## config.mk

```make
export PLATFORM = sky130hd
export DESIGN_NAME = apm_power_ctrl
export DESIGN_NICKNAME = d
export VERILOG_FILES = /design/src/logic/apm_pkg.sv /design/src/logic/apm_edge_sync.sv /design/src/logic/apm_power_ctrl.sv
export VERILOG_INCLUDE_DIRS = /design/src /design/src/logic
export SDC_FILE = /design/constraint.sdc
export NUM_CORES = 1
export LEC_CHECK = 0
export ABC_AREA = 0
export BUFFER_PORTS_ARGS = -buffer_cell sky130_fd_sc_hd__buf_2
export CAP_MARGIN = 20
export CORE_MARGIN = 5
export CORE_UTILIZATION = 50
export DETAILED_ROUTE_END_ITERATION = 6
export PLACE_DENSITY = 0.74
export SKIP_CTS_REPAIR_TIMING = 1
export SLEW_MARGIN = 20
export SYNTH_ARGS = -nofsm -noshare
export SYNTH_HDL_FRONTEND = slang
export SYNTH_SLANG_ARGS = --single-unit
```

## constraint.sdc

```tcl
create_clock -name MCLK_I -period 3.2 [get_ports MCLK_I]
set_input_delay 0.16 -clock MCLK_I [delete_from_list [all_inputs] [get_ports MCLK_I]]
set_output_delay 0.16 -clock MCLK_I [all_outputs]
set_load 0.1 [all_outputs]
```

## src/logic/apm_cfg.svh

```systemverilog
// timing counts, field positions and reset values of the power-mode control block
`ifndef APM_CFG_SVH
`define APM_CFG_SVH
// ---------------------------------------------------------------
// frame geometry
// ---------------------------------------------------------------
`define APM_FRAME_BITS 16
`define APM_CTRL_BITS 12
`define APM_TRACK_EDGE 14
// ---------------------------------------------------------------
// control word fields (bit 11 is the first bit shifted in)
// ---------------------------------------------------------------
`define APM_F_WRITE 11
`define APM_F_SEQ 10
`define APM_F_ADDR_HI 8
`define APM_F_ADDR_LO 6
`define APM_F_PM_HI 5
`define APM_F_PM_LO 4
`define APM_F_MASK_SEL 3
// ---------------------------------------------------------------
// reset values and timing
// ---------------------------------------------------------------
`define APM_CTRL_RST 12'hfff
`define APM_MASK_RST 16'h0000
`define APM_WAKE_NS 1000
`define APM_CLK_NS 10
`define APM_WAKE_CYC ((`APM_WAKE_NS + `APM_CLK_NS - 1) / `APM_CLK_NS)
`endif

```

## src/logic/apm_pkg.sv

```systemverilog
// types of the power-mode control block
`default_nettype none
package apm_pkg;
    typedef enum logic [1:0] {
        APM_PM_AUTO = 2'h1,
        APM_PM_FULL = 2'h2,
        APM_PM_NORM = 2'h3
    } apm_pm_t;
    typedef enum logic [1:0] {
        APM_ST_IDLE = 2'h0,
        APM_ST_FRAME = 2'h1,
        APM_ST_DONE = 2'h3
    } apm_state_t;
    typedef struct packed {
        logic cs_n;
        logic sclk;
        logic din;
    } apm_link_t;
    typedef struct packed {
        logic powered;
        logic hold;
        logic waking;
    } apm_status_t;
endpackage
`default_nettype wire

```

## src/logic/apm_edge_sync.sv

```systemverilog
// two-flop synchroniser with edge detect for the serial link pins
`timescale 1ns/10ps
`default_nettype none
module apm_edge_sync #(
    parameter int W = 3
) (
    input wire logic clk_i,
    input wire logic nrst_i,
    input wire logic ce_i,
    input wire logic [W-1:0] d_i,
    output logic [W-1:0] q_o,
    output logic [W-1:0] rise_o,
    output logic [W-1:0] fall_o
);
    logic [W-1:0] s1_r;
    logic [W-1:0] s2_r;
    logic [W-1:0] s3_r;
    genvar g;
    generate
        for (g = 0; g < W; g++) begin : g_bit
            always_ff @(posedge clk_i) begin
                if (!nrst_i) begin
                    s1_r[g] <= 1'b1;
                    s2_r[g] <= 1'b1;
                    s3_r[g] <= 1'b1;
                end else if (ce_i) begin
                    s1_r[g] <= d_i[g];
                    s2_r[g] <= s1_r[g];
                    s3_r[g] <= s2_r[g];
                end
            end
            assign q_o[g] = s2_r[g];
            assign rise_o[g] = s2_r[g] & ~s3_r[g];
            assign fall_o[g] = ~s2_r[g] & s3_r[g];
        end
    endgenerate
endmodule // apm_edge_sync
`default_nettype wire

```

## src/logic/apm_power_ctrl.sv

```systemverilog
// power-mode control and serial frame handling of the converter
`timescale 1ns/10ps
`default_nettype none
`include "apm_cfg.svh"
module apm_power_ctrl
    import apm_pkg::*;
#(
    parameter int RES_BITS = 12,
    parameter int WAKE_CYC = `APM_WAKE_CYC
) (
    // clock, reset, enable
    input wire logic MCLK_I,
    input wire logic NRST_I,
    input wire logic CE_I,
    // serial link pins
    input wire logic CS_N_I,
    input wire logic SCLK_I,
    input wire logic DIN_I,
    output logic DOUT_O,
    output logic DOUT_OE_O,
    // conversion result from the analog core
    input wire logic [RES_BITS-1:0] RESULT_I,
    // status
    output logic POWERED_O,
    output logic HOLD_O,
    output logic WAKING_O,
    output logic [1:0] POWER_MODE_O,
    output logic [2:0] CHANNEL_ADDR_O,
    output logic SEQUENCE_ENABLE_O,
    output logic [15:0] CHANNEL_MASK_O,
    output logic FRAME_DONE_O
);
    // ---------------------------------------------------------------
    // pin synchronisers
    // ---------------------------------------------------------------
    apm_link_t pin_q, pin_rise, pin_fall;
    apm_edge_sync #(.W(3)) u_sync (
        .clk_i(MCLK_I),
        .nrst_i(NRST_I),
        .ce_i(CE_I),
        .d_i({CS_N_I, SCLK_I, DIN_I}),
        .q_o(pin_q),
        .rise_o(pin_rise),
        .fall_o(pin_fall)
    );
    wire cs_fall = pin_fall.cs_n;
    wire cs_rise = pin_rise.cs_n;
    wire sclk_fall = pin_fall.sclk & ~pin_q.cs_n;

    // ---------------------------------------------------------------
    // frame state
    // ---------------------------------------------------------------
    apm_state_t state_r;
    logic [4:0] edge_cnt_r;
    logic [15:0] shift_in_r;
    logic [15:0] shift_out_r;
    logic [11:0] ctrl_r;
    logic [15:0] mask_r;
    logic mask_next_r;
    logic mask_frame_r;
    logic [1:0] pm_r;
    logic powered_r;
    logic hold_r;
    logic [$clog2(WAKE_CYC+1)-1:0] wake_cnt_r;
    logic frame_done_r;
    logic dout_r;
    logic dout_oe_r;
    wire [4:0] frame_bits = 5'(`APM_FRAME_BITS);
    wire frame_full = (edge_cnt_r == frame_bits);
    wire [15:0] result_word;

    // result word layout
    assign result_word = {1'b0, ctrl_r[`APM_F_ADDR_HI:`APM_F_ADDR_LO], RESULT_I,
                          {(12 - RES_BITS){1'b0}}};

    always_ff @(posedge MCLK_I) begin
        if (!NRST_I) begin
            state_r <= APM_ST_IDLE;
        end else if (CE_I) begin
            case (state_r)
                APM_ST_IDLE: if (cs_fall) state_r <= APM_ST_FRAME;
                APM_ST_FRAME: begin
                    if (cs_rise) state_r <= frame_full ? APM_ST_DONE : APM_ST_IDLE;
                end
                APM_ST_DONE: state_r <= APM_ST_IDLE;
                default: state_r <= APM_ST_IDLE;
            endcase
        end
    end

    // ---------------------------------------------------------------
    // shifting and result output
    // ---------------------------------------------------------------
    always_ff @(posedge MCLK_I) begin
        if (!NRST_I) begin
            edge_cnt_r <= 5'h00;
            shift_in_r <= 16'h0000;
        end else if (CE_I) begin
            if (cs_fall) begin
                edge_cnt_r <= 5'h00;
            end else if (state_r == APM_ST_FRAME && sclk_fall && !frame_full) begin
                edge_cnt_r <= edge_cnt_r + 5'h01;
                shift_in_r <= {shift_in_r[14:0], pin_q.din};
            end
        end
    end

    always_ff @(posedge MCLK_I) begin
        if (!NRST_I) begin
            shift_out_r <= 16'h0000;
            dout_r <= 1'b0;
            dout_oe_r <= 1'b0;
        end else if (CE_I) begin
            if (cs_fall) begin
                shift_out_r <= {result_word[14:0], 1'b0};
                dout_r <= 1'b0;
                dout_oe_r <= 1'b1;
            end else if (cs_rise) begin
                dout_oe_r <= 1'b0;
            end else if (state_r == APM_ST_FRAME && sclk_fall) begin
                dout_r <= shift_out_r[15];
                shift_out_r <= {shift_out_r[14:0], 1'b0};
                if (edge_cnt_r == frame_bits - 5'h01) dout_oe_r <= 1'b0;
            end
        end
    end

    // ---------------------------------------------------------------
    // control word and channel mask
    // ---------------------------------------------------------------
    wire frame_ok = (state_r == APM_ST_FRAME) && cs_rise && frame_full;
    wire [11:0] ctrl_in = shift_in_r[15:4];
    wire ctrl_wr = frame_ok && !mask_frame_r && ctrl_in[`APM_F_WRITE];

    always_ff @(posedge MCLK_I) begin
        if (!NRST_I) begin
            ctrl_r <= `APM_CTRL_RST;
            mask_r <= `APM_MASK_RST;
            mask_next_r <= 1'b0;
            mask_frame_r <= 1'b0;
        end else if (CE_I) begin
            if (cs_fall) mask_frame_r <= mask_next_r;
            if (frame_ok && mask_frame_r) begin
                mask_r <= shift_in_r;
                mask_next_r <= 1'b0;
            end else if (ctrl_wr) begin
                ctrl_r <= ctrl_in;
                mask_next_r <= !ctrl_in[`APM_F_SEQ] && ctrl_in[`APM_F_MASK_SEL];
            end
        end
    end

    // ---------------------------------------------------------------
    // power mode, power state and track-and-hold
    // ---------------------------------------------------------------
    wire [1:0] pm_new = {ctrl_in[`APM_F_PM_HI], ctrl_in[`APM_F_PM_LO]};
    wire track_edge = sclk_fall && (edge_cnt_r == 5'(`APM_TRACK_EDGE - 1)) && !mask_frame_r;

    always_ff @(posedge MCLK_I) begin
        if (!NRST_I) begin
            pm_r <= APM_PM_NORM;
            powered_r <= 1'b1;
            hold_r <= 1'b0;
            wake_cnt_r <= '0;
            frame_done_r <= 1'b0;
        end else if (CE_I) begin
            frame_done_r <= frame_ok;
            if (wake_cnt_r != '0) wake_cnt_r <= wake_cnt_r - 1'b1;
            if (cs_fall) begin
                hold_r <= 1'b1;
                if (pm_r == APM_PM_AUTO && !powered_r) begin
                    hold_r <= 1'b0;
                    powered_r <= 1'b1;
                    wake_cnt_r <= ($clog2(WAKE_CYC+1))'(WAKE_CYC);
                end
            end else if (state_r == APM_ST_FRAME && track_edge) begin
                hold_r <= 1'b0;
            end else if (frame_ok && mask_frame_r) begin
                hold_r <= 1'b0;
            end
            if (frame_ok) begin
                if (ctrl_wr) pm_r <= pm_new;
                case (ctrl_wr ? pm_new : pm_r)
                    APM_PM_NORM: begin
                        if (!powered_r) wake_cnt_r <= ($clog2(WAKE_CYC+1))'(WAKE_CYC);
                        powered_r <= 1'b1;
                    end
                    APM_PM_FULL: begin
                        powered_r <= 1'b0;
                        hold_r <= 1'b1;
                    end
                    APM_PM_AUTO: begin
                        powered_r <= 1'b0;
                        hold_r <= 1'b1;
                    end
                    default: powered_r <= powered_r;
                endcase
            end
        end
    end

    // ---------------------------------------------------------------
    // outputs
    // ---------------------------------------------------------------
    always_ff @(posedge MCLK_I) begin
        if (!NRST_I) begin
            DOUT_O <= 1'b0;
            DOUT_OE_O <= 1'b0;
            POWERED_O <= 1'b1;
            HOLD_O <= 1'b0;
            WAKING_O <= 1'b0;
            POWER_MODE_O <= 2'h3;
            CHANNEL_ADDR_O <= 3'h7;
            SEQUENCE_ENABLE_O <= 1'b1;
            CHANNEL_MASK_O <= 16'h0000;
            FRAME_DONE_O <= 1'b0;
        end else if (CE_I) begin
            DOUT_O <= dout_r;
            DOUT_OE_O <= dout_oe_r;
            POWERED_O <= powered_r;
            HOLD_O <= hold_r;
            WAKING_O <= (wake_cnt_r != '0);
            POWER_MODE_O <= pm_r;
            CHANNEL_ADDR_O <= ctrl_r[`APM_F_ADDR_HI:`APM_F_ADDR_LO];
            SEQUENCE_ENABLE_O <= ctrl_r[`APM_F_SEQ];
            CHANNEL_MASK_O <= mask_r;
            FRAME_DONE_O <= frame_done_r;
        end
    end
endmodule // apm_power_ctrl
`default_nettype wire

```

## Word level (Yosys, flattened, before mapping)

Index checks and enable logic that the tools add are counted.

| operators by class | value |
|---|---|
| reduce and logical (&&, ||, !) cells | 37 |
| equality and inequality tests | 12 |
| muxes and demuxes | 35 |
| add/sub/neg operators | 2 |
| bitwise logic cells | 9 |

Operators with widths:

| operator | count |
|---|---|
| $mux 16 | 3 |
| $mux 7 | 6 |
| $mux 1 | 18 |
| $reduce_and 3->1 | 5 |
| $logic_and 1x1->1 | 12 |
| $eq 5x4->1 const B | 2 |
| $mux 5 | 2 |
| $reduce_and 2->1 | 5 |
| $reduce_bool 2->1 | 5 |
| $mux 2 | 4 |
| $reduce_bool 7->1 | 1 |
| $sub 7x1->7 const B | 1 |
| $eq 2x1->1 const B | 3 |
| $ne 2x2->1 const B | 3 |
| $reduce_bool 3->1 | 2 |
| $add 5x1->5 const B | 1 |
| $eq 5x5->1 const B | 1 |
| $not 1->1 | 5 |
| $and 1x1->1 | 4 |
| $eq 2x2->1 const B | 2 |
| $logic_not 1->1 | 4 |
| $pmux 2 s2 | 1 |
| $reduce_and 4->1 | 1 |
| $ne 3x2->1 const B | 1 |
| 3 further kinds | 3 |

| word-level totals | value |
|---|---|
| bits of input ports | 18 |
| output and inout bits | 28 |
| register bits after elaboration | 118 |

## Logic depth before layout (Yosys ltp)

Gate-level depths: netlist of run 1.

| logic depth | value |
|---|---|
| word-level depth | 11 |
| depth in mapped cells | 11 |
| mapped depth without buffers | 10 |

## By module

From an unflattened synthesis of run 1, not the netlist that was laid out.

| unflattened totals | value |
|---|---|
| cells, all modules | 496 |
| area, all modules | 4699.5 um2 |

By module, submodules not included:

| module | cells an instance | area each (um2) | sequential area each (um2) | times used |
|---|---|---|---|---|
| apm_power_ctrl | 461 | 4339.2 | 2042.0 | 1 |
| apm_edge_sync | 35 | 360.3 | 180.2 | 1 |

## Worst setup path before layout of run 1

Ideal clock, no wire load.

| path | value |
|---|---|
| kind | flip-flop to flip-flop |
| start point | register edge_cnt_r[0] |
| end point | register wake_cnt_r[4] |
| data required time | 3126 ps |
| clock period less this slack | 2865 ps |
| stages on the path, launching flop included | 12 |
| data arrival time | 2790 ps |
| path slack | 335 ps |
| path buffers | 1 |
| path through | dfxtp_1 -> inv_1 -> ha_1 -> and4bb_1 -> buf_2 -> and3_1 -> mux2_2 -> ha_1 -> nor2b_1 -> a311o_1 -> or4_1 -> a31oi_1 |

| on the way | value |
|---|---|
| word-level cells in the longest chain between the ends | 8 |

RTL lines:

| element | RTL line | text |
|---|---|---|
| from (decl) | apm_power_ctrl.sv:54 | `logic [4:0] edge_cnt_r;` |
| from (signal assigned) | apm_power_ctrl.sv:102 | `edge_cnt_r <= edge_cnt_r + 5'h01;` |
| $eq 5x5->1 * | apm_power_ctrl.sv:69 | `wire frame_full = (edge_cnt_r == frame_bits);` |
| $logic_and 1x1->1 * | apm_power_ctrl.sv:131 | `wire frame_ok = (state_r == APM_ST_FRAME) && cs_rise && frame_full;` |
| $logic_and 1x1->1 (2 in series) | apm_power_ctrl.sv:133 | `` wire ctrl_wr = frame_ok && !mask_frame_r && ctrl_in[`APM_F_WRITE]; `` |
| $mux 2 | - |  |
| $eq 2x2->1 | apm_power_ctrl.sv:183 | `case (ctrl_wr ? pm_new : pm_r)` |
| $mux 7 | apm_power_ctrl.sv:183 |  |
| $mux 7 * | apm_power_ctrl.sv:181 | `if (frame_ok) begin` |
| to (signal assigned) | apm_power_ctrl.sv:168 | `if (wake_cnt_r != '0) wake_cnt_r <= wake_cnt_r - 1'b1;` |
| to (signal assigned) | apm_power_ctrl.sv:174 | `wake_cnt_r <= ($clog2(WAKE_CYC+1))'(WAKE_CYC);` |
| to (signal assigned) | apm_power_ctrl.sv:185 | `if (!powered_r) wake_cnt_r <= ($clog2(WAKE_CYC+1))'(WAKE_CYC);` |
| to (decl) | apm_power_ctrl.sv:64 | `logic [$clog2(WAKE_CYC+1)-1:0] wake_cnt_r;` |

Mark *: on every way between the ends. The rest lies on a longest branch, timed or not.
A chain may end at the register's enable or synchronous reset.

## Worst setup path after layout of run 1

| path | value |
|---|---|
| start point | register u_sync.s2_r[2], in the netlist u_sync.q_o[2] |
| end point | register wake_cnt_r[4] |

| on the way | value |
|---|---|
| word-level cells in the longest chain between the ends | 9 |
| elaborated cells on any way between the ends | 13 |
| classes of those cells | eq/ne (1); mux (5); bitwise (3); reduce/logical (4) |

RTL lines:

| element | RTL line | text |
|---|---|---|
| from (decl) | apm_edge_sync.sv:16 | `logic [W-1:0] s2_r;` |
| from (signal, indexed assignment) | apm_edge_sync.sv:28 | `s2_r[g] <= s1_r[g];` |
| $and 1x1->1 | apm_edge_sync.sv:33 | `assign rise_o[g] = s2_r[g] & ~s3_r[g];` |
| $logic_and 1x1->1 (2 in series) | apm_power_ctrl.sv:131 |  |
| $logic_and 1x1->1 (2 in series) | apm_power_ctrl.sv:133 |  |
| $mux 2 | - |  |
| $eq 2x2->1 | apm_power_ctrl.sv:183 |  |
| $mux 7 | apm_power_ctrl.sv:183 |  |
| $mux 7 * | apm_power_ctrl.sv:181 |  |

Marks and branches as above.

==> results of run 1 <==
-- logic make-up (layout without fill, tap and decap cells) --
logic type                 Yosys count  in the layout  synth area share (%)
adders and majority gates           10             10                  2.73
AOI/OAI and AO/OA                  102            102                  13.3
DFF                                110            110                  48.0
and+or+nand+nor                    147            147                  15.6
muxes                               74             74                  16.2
buffers and inverters               47             85                  4.06
xor gates and xnor gates             1              1                 0.191
-- layout make-up --
type                    count  area share (%)
clock inverters             7            2.17
flip-flops and latches    110            42.9
inverters                  13           0.951
well taps                 111            2.71
repair buffers             56            6.00
clock buffers               9            2.41
multi-input cells         334            42.9
-- cells in the final DEF (no fill, tap or decap), drive strengths merged, types with 3 or more instances in the layout --
master / Yosys / routed
nor2b: 4 / 4
or3: 3 / 3
o21ai: 22 / 22
o211ai: 3 / 3
nand2: 38 / 38
clkbuf: 18 / 9
a32o: 3 / 3
ha: 10 / 10
a31oi: 6 / 6
nor2: 47 / 47
a21o: 3 / 3
a211oi: 14 / 14
nor4: 4 / 4
or4: 4 / 4
nand3: 27 / 27
buf: 16 / 56
nand4: 5 / 5
dfxtp: 110 / 110
mux2i: 72 / 72
inv: 13 / 18
a21oi: 45 / 45
-- through the flow --
stage	area, sq um	power [mW]	hold WS, ns	cells
finish	5130	2.88	-0.00242	640
global route	5130	3.03	0.00863	640
CTS	5130	2.90	-0.0141	640
detailed placement	4900	1.95	0.387	624
global placement	4900	1.93	0.375	624
floorplan	4590	1.86	0.288	491
-- worst max path at each step --
| stage | from | to | depth (start not counted) |
|---|---|---|---|
| after global routing | u_sync.q_o[2]$_SDFFE_PN1P_ | wake_cnt_r[4]$_SDFFE_PN0P_ | 9 |
| after CTS | u_sync.q_o[2]$_SDFFE_PN1P_ | wake_cnt_r[4]$_SDFFE_PN0P_ | 9 |
| after detailed placement | u_sync.q_o[2]$_SDFFE_PN1P_ | wake_cnt_r[4]$_SDFFE_PN0P_ | 9 |
| after global placement | u_sync.q_o[2]$_SDFFE_PN1P_ | wake_cnt_r[4]$_SDFFE_PN0P_ | 9 |
| final | u_sync.q_o[2]$_SDFFE_PN1P_ | wake_cnt_r[4]$_SDFFE_PN0P_ | 9 |
| after floorplan | edge_cnt_r[0]$_SDFFE_PN0P_ | wake_cnt_r[4]$_SDFFE_PN0P_ | 11 |
-- routing by layer --
layer	vias up	wire, microns
met3	14	357
li1	1802	-
met5	-	0
met1	1694	4650
met2	71	4370
met4	0	144
-- worst max-delay path, stage by stage, from the launching register on --
cell	delay, ns
dfxtp_1	0.49
ha_1	0.22
and3b_1	0.17
and3_1	0.19
mux2_2	0.35
ha_1	0.20
nor2b_1	0.15
a311o_1	0.41
or4_1	0.51
a31oi_1	0.17
-- state kept, by name, indices dropped and copies added (netlist names), 2 cells and up --
register,count
CHANNEL_ADDR_O,3
CHANNEL_MASK_O,16
POWER_MODE_O,2
ctrl_r,4
edge_cnt_r,5
mask_r,16
pm_r,2
shift_in_r,16
shift_out_r,15
state_r,2
u_sync.q_o,3
u_sync.s1_r,3
u_sync.s3_r,2
wake_cnt_r,7
-- power groups by stage --
stage,sequential (mW),clock [mW],combinational [mW]
2_1_floorplan,1.54,0,0.314
3_3_place_gp,1.52,0,0.414
3_5_place_dp,1.52,0,0.425
4_1_cts,1.49,0.984,0.426
5_1_grt,1.50,1.04,0.481
6_report,1.49,0.966,0.425
==> flow_metrics.env, run 1 <==
export IMPL_r2r_slack_ns=0.26
export IMPL_crit_required_ns=3.48
export IMPL_dieWidth_microns=106
export IMPL_yosysSeqAreaShare_pct=48.0
export IMPL_ys_warn_count=0
export IMPL_clk_pin_slew_ns=0.11
export IMPL_clock_path_buffers=2
export IMPL_dp_worst_setup_slack_ns=0.288
export IMPL_cp_start_kind="flip-flop"
export IMPL_worstPathArrival_ns=3.22
export IMPL_htreeDepth=3
export IMPL_syn_nets=519
export IMPL_seq_power_share_pct=51.8
export IMPL_use_met2_pct=27.7
export IMPL_dr_pass1_iters=5
export IMPL_synth_edf_count=0
export IMPL_power_switching_mw=0.811
export IMPL_yosysMostFrequentCell="dfxtp_1"
export IMPL_synth_area_top_cells="dfxtp_1, mux2i_1, a21oi_1"
export IMPL_grt_met3_usage_pct=3.00
export IMPL_routed_via_count=3581
export IMPL_synth_distinct_cells=43
export IMPL_min_to="u_sync.s1_r[0]$_SDFFE_PN1P_"
export IMPL_cp_end_kind="flip-flop"
export IMPL_synth_common_cells="dfxtp_1, mux2i_1, nor2_1"
export IMPL_path_max_fanout=9
export IMPL_swShare_pct=28.1
export IMPL_worst_r2r_cell_count=9
export IMPL_nNetsFinal=552
export IMPL_grt_overflow=0
export IMPL_grt_use_total_pct=17.5
export IMPL_clk_latency_ns=0.37
export IMPL_min_path_type="input pin to flip-flop"
export IMPL_slew_violations=0
export IMPL_pwr_density_cell_nw_per_um2=562
export IMPL_skew_ns=0.0120
export IMPL_hold_depth=3
export IMPL_die_area_sq_um=11200
export IMPL_top_usage_layer="met2"
export IMPL_ys_ff_latch=110
export IMPL_grt_first_pass_wirelength_microns=16400
export IMPL_combPwrFrac_pct=14.7
export IMPL_area_growth_pct=11.9
export IMPL_routabilityCongestion=0.854
export IMPL_seq_area_sq_um=2200
export IMPL_syn_avg_cell_area_sq_um=9.34
export IMPL_p_int_mw=2.07
export IMPL_multi_input_area_sq_um=2200
export IMPL_yosys_area_top_type="dfxtp_1"
export IMPL_dp_hpwl_microns=6340
export IMPL_violations="negative hold slack"
export IMPL_crit_type="flip-flop to flip-flop"
export IMPL_start_util_pct=50.4
export IMPL_status="complete, but fails checks"
export IMPL_r2r_start="u_sync.q_o[2]$_SDFFE_PN1P_"
export IMPL_root_buffer="clkbuf_8"
export IMPL_rsz0062_at_grt="false"
export IMPL_ir_drop_mv=0.282
export IMPL_drc=0
export IMPL_whs_ns=-0.00242
export IMPL_synth_top_area_share_pct=48.0
export IMPL_drt_wirelength_per_cell_microns=14.9
export IMPL_drive_above_1_share_pct=15.5
export IMPL_fin_tns_setup_ns=0
export IMPL_core_rowCount=35
export IMPL_finish_utilization_pct=56.3
export IMPL_async_flop_share_pct=0
export IMPL_syn_cell_area_sq_um=4590
export IMPL_finalSetupViolations=0
export IMPL_port_buffers=45
export IMPL_cts_tree="done"
export IMPL_p_leak_nw=2.17
export IMPL_r2r_end="wake_cnt_r[4]$_SDFFE_PN0P_"
export IMPL_use_met1_pct=24.1
export IMPL_drt_iter0_drc=238
export IMPL_grt_max_degree=62
export IMPL_min_period_over_period_pct=91.8
export IMPL_synth_cells=491
export IMPL_coreArea_sq_um=9110
export IMPL_antenna_cells=0
export IMPL_relSlewSlack_pct=32.2
export IMPL_cts_buffers_inserted=9
export IMPL_routed_wl_microns=9520
export IMPL_die_y_microns=106
export IMPL_ant_nets=0
export IMPL_grt_pass1_vias=3421
export IMPL_tightest_slew_ns=1.01
export IMPL_synth_flop_cell="dfxtp_1"
export IMPL_drv_cap=0
export IMPL_period_minus_slack_ns=2.94
export IMPL_vias_per_cell=5.60
export IMPL_finalHoldViolCount=1
export IMPL_fill_cells=825
export IMPL_hold_start="DIN_I"
export IMPL_clock_sink_count=110
export IMPL_max_freq_mhz=340
export IMPL_clock_power_share_pct=33.5
export IMPL_io_pins=46
export IMPL_grt_antenna_before_repair=0
export IMPL_setup_ws_ns=0.263
No activity file was read; power rests on OpenSTA's default activity.
==> run 2, diff against run 1 <==
--- a/config.mk
+++ b/config.mk
@@ -11,8 +11,10 @@
 export CAP_MARGIN = 20
 export CORE_MARGIN = 5
 export CORE_UTILIZATION = 50
+export CTS_CLUSTER_DIAMETER = 100
 export DETAILED_ROUTE_END_ITERATION = 6
 export PLACE_DENSITY = 0.74
+export RECOVER_POWER = 100
 export SKIP_CTS_REPAIR_TIMING = 1
 export SLEW_MARGIN = 20
 export SYNTH_ARGS = -nofsm -noshare
==> run 2 against run 1 <==
Effect of this change: the flow finishes with violations (negative hold slack, max-capacitance violations, max-slew violations); via count rose by 0.50%; clock power barely moved; sequential power barely moved; total power barely moved; register-to-register slack got worse by 0.03 ns.
==> flow_metrics.env, run 2 (synthesized netlist as in run 1, its figures left out) <==
export IMPL_status="complete, but fails checks"
export IMPL_violations="negative hold slack, max-capacitance violations, max-slew violations"
export IMPL_worstPathArrival_ns=3.23
export IMPL_finalHoldViolCount=1
export IMPL_pwr_density_cell_nw_per_um2=567
export IMPL_wl_met2_microns=4320
export IMPL_period_minus_slack_ns=2.96
export IMPL_grt_overflow=0
export IMPL_combPwrFrac_pct=14.7
export IMPL_final_common_cell="dfxtp_1"
export IMPL_vias_per_cell=5.62
export IMPL_hold_start="DIN_I"
export IMPL_routabilityCongestion=0.854
export IMPL_dieWidth_microns=106
export IMPL_grt_max_degree=62
export IMPL_htreeDepth=3
export IMPL_clk_pin_slew_ns=0.11
export IMPL_r2r_start="u_sync.q_o[2]$_SDFFE_PN1P_"
export IMPL_slowest_delay_ns=0.51
export IMPL_crit_type="flip-flop to flip-flop"
export IMPL_start_util_pct=50.4
export IMPL_startpoint="u_sync.q_o[2]$_SDFFE_PN1P_"
export IMPL_clock_path_buffers=2
export IMPL_drt_wirelength_per_cell_microns=14.8
export IMPL_wl_met1_microns=4610
export IMPL_die_area_sq_um=11200
export IMPL_critPathTopFamily="simple AND/OR/NAND/NOR gates"
export IMPL_whs_ns=-0.00192
export IMPL_seq_power_share_pct=51.8
export IMPL_clock_power_share_pct=33.5
export IMPL_nNetsFinal=552
export IMPL_p_int_mw=2.07
export IMPL_cp_end_kind="flip-flop"
export IMPL_relSlewSlack_pct=-23.9
export IMPL_clk_latency_ns=0.37
export IMPL_dp_hpwl_microns=6340
export IMPL_routed_wl_microns=9460
export IMPL_grt_first_pass_wirelength_microns=16400
export IMPL_slew_violations=62
export IMPL_die_y_microns=106
export IMPL_cp_cell_sequence="ha_1 -> and3b_1 -> and3_1 -> mux2_2 -> ha_1 -> nor2b_1 -> a311o_1 -> or4_1 -> a31oi_1"
export IMPL_seq_area_sq_um=2200
export IMPL_grt_use_total_pct=17.5
export IMPL_finalSetupViolations=0
export IMPL_cts_tree="done"
export IMPL_power_switching_mw=0.813
export IMPL_drive_above_1_share_pct=9.45
export IMPL_drc=0
export IMPL_cp_buffers_inverters=0
export IMPL_cts_buffers_inserted=9
export IMPL_biggestRegsByFlops="CHANNEL_MASK_O: 16 flops, mask_r: 16 flops, shift_in_r: 16 flops"
export IMPL_routed_via_count=3599
export IMPL_multi_input_area_sq_um=2200
export IMPL_core_rowCount=35
export IMPL_final_cell_mix="dfxtp_1, mux2i_1, nor2_1, a21oi_1, nand2_1"
export IMPL_port_buffers=45
export IMPL_drv_cap=1
export IMPL_min_period_over_period_pct=92.6
export IMPL_drt_iter0_drc=204
export IMPL_clock_sink_count=110
export IMPL_fill_cells=829
export IMPL_antenna_cells=0
export IMPL_dr_pass1_iters=5
export IMPL_max_freq_mhz=338
export IMPL_grt_pass1_vias=3421
export IMPL_area_growth_pct=11.0
export IMPL_cp_start_kind="flip-flop"
export IMPL_wl_met3_microns=376
export IMPL_tightest_slew_ns=1.86
export IMPL_fin_tns_setup_ns=0
export IMPL_io_pins=46
export IMPL_path_max_fanout=9
export IMPL_grt_antenna_before_repair=0
export IMPL_top_layer="met4"
export IMPL_slowest_stage="or4_1"
export IMPL_min_path_type="input pin to flip-flop"
export IMPL_coreArea_sq_um=9110
export IMPL_ant_nets=0
export IMPL_ir_drop_mv=0.284
export IMPL_skew_ns=0.0130
export IMPL_p_leak_nw=2.06
export IMPL_crit_top_cell="ha_1"
export IMPL_swShare_pct=28.2
export IMPL_rsz0062_at_grt="false"
export IMPL_root_buffer="clkbuf_8"
export IMPL_crit_required_ns=3.46
[run 2: path summary, 6_finish.rpt]
check / slack (ns) / endpoint / depth (start not counted)
max reg2reg: 0.24 / wake_cnt_r[4]$_SDFFE_PN0P_ / 9
min reg2reg: 0.47 / dout_oe_r$_SDFFE_PN0P_ / 2
min: -0.002 / u_sync.s1_r[0]$_SDFFE_PN1P_ / 3
max: 0.24 / wake_cnt_r[4]$_SDFFE_PN0P_ / 9
[run 2: per-layer routing]
metal  up-vias  global-route usage, %
li1       1799                      -
met5         -                      0
met4         0                   5.92
met2        84                   27.7
met1      1699                   24.1
met3        17                   3.00
[run 2: power groups by stage]
stage	logic (mW)	clock network [mW]	registers, mW
floorplan	0.314	0	1.54
global route	0.479	1.04	1.50
CTS	0.426	0.984	1.49
global placement	0.414	0	1.52
detailed placement	0.425	0	1.52
finish	0.424	0.967	1.49
[run 2: stage by stage]
stage	power (mW)	std cells	worst slack [ns]	utilization, %	instance area, sq um
6_report	2.88	640	0.238	55.9	5090
2_1_floorplan	1.86	491	0.335	-	4590
3_3_place_gp	1.93	624	0.358	53.8	4900
5_1_grt	3.03	640	0.0319	55.9	5090
3_5_place_dp	1.95	624	0.288	53.8	4900
4_1_cts	2.90	640	0.255	56.3	5130
[run 2: final cells by class]
type	instances	share of cell area (%)
inverters	13	0.958
clock inverters	7	2.19
multi-input cells	334	43.2
well taps	111	2.73
clock buffers	9	2.43
flip-flops and latches	110	43.3
repair buffers	56	5.23
[run 2: worst min-delay path, cell delays in order]
cell and delay (ns):
buf_2 0.07, mux2i_1 0.05, nand2_1 0.06
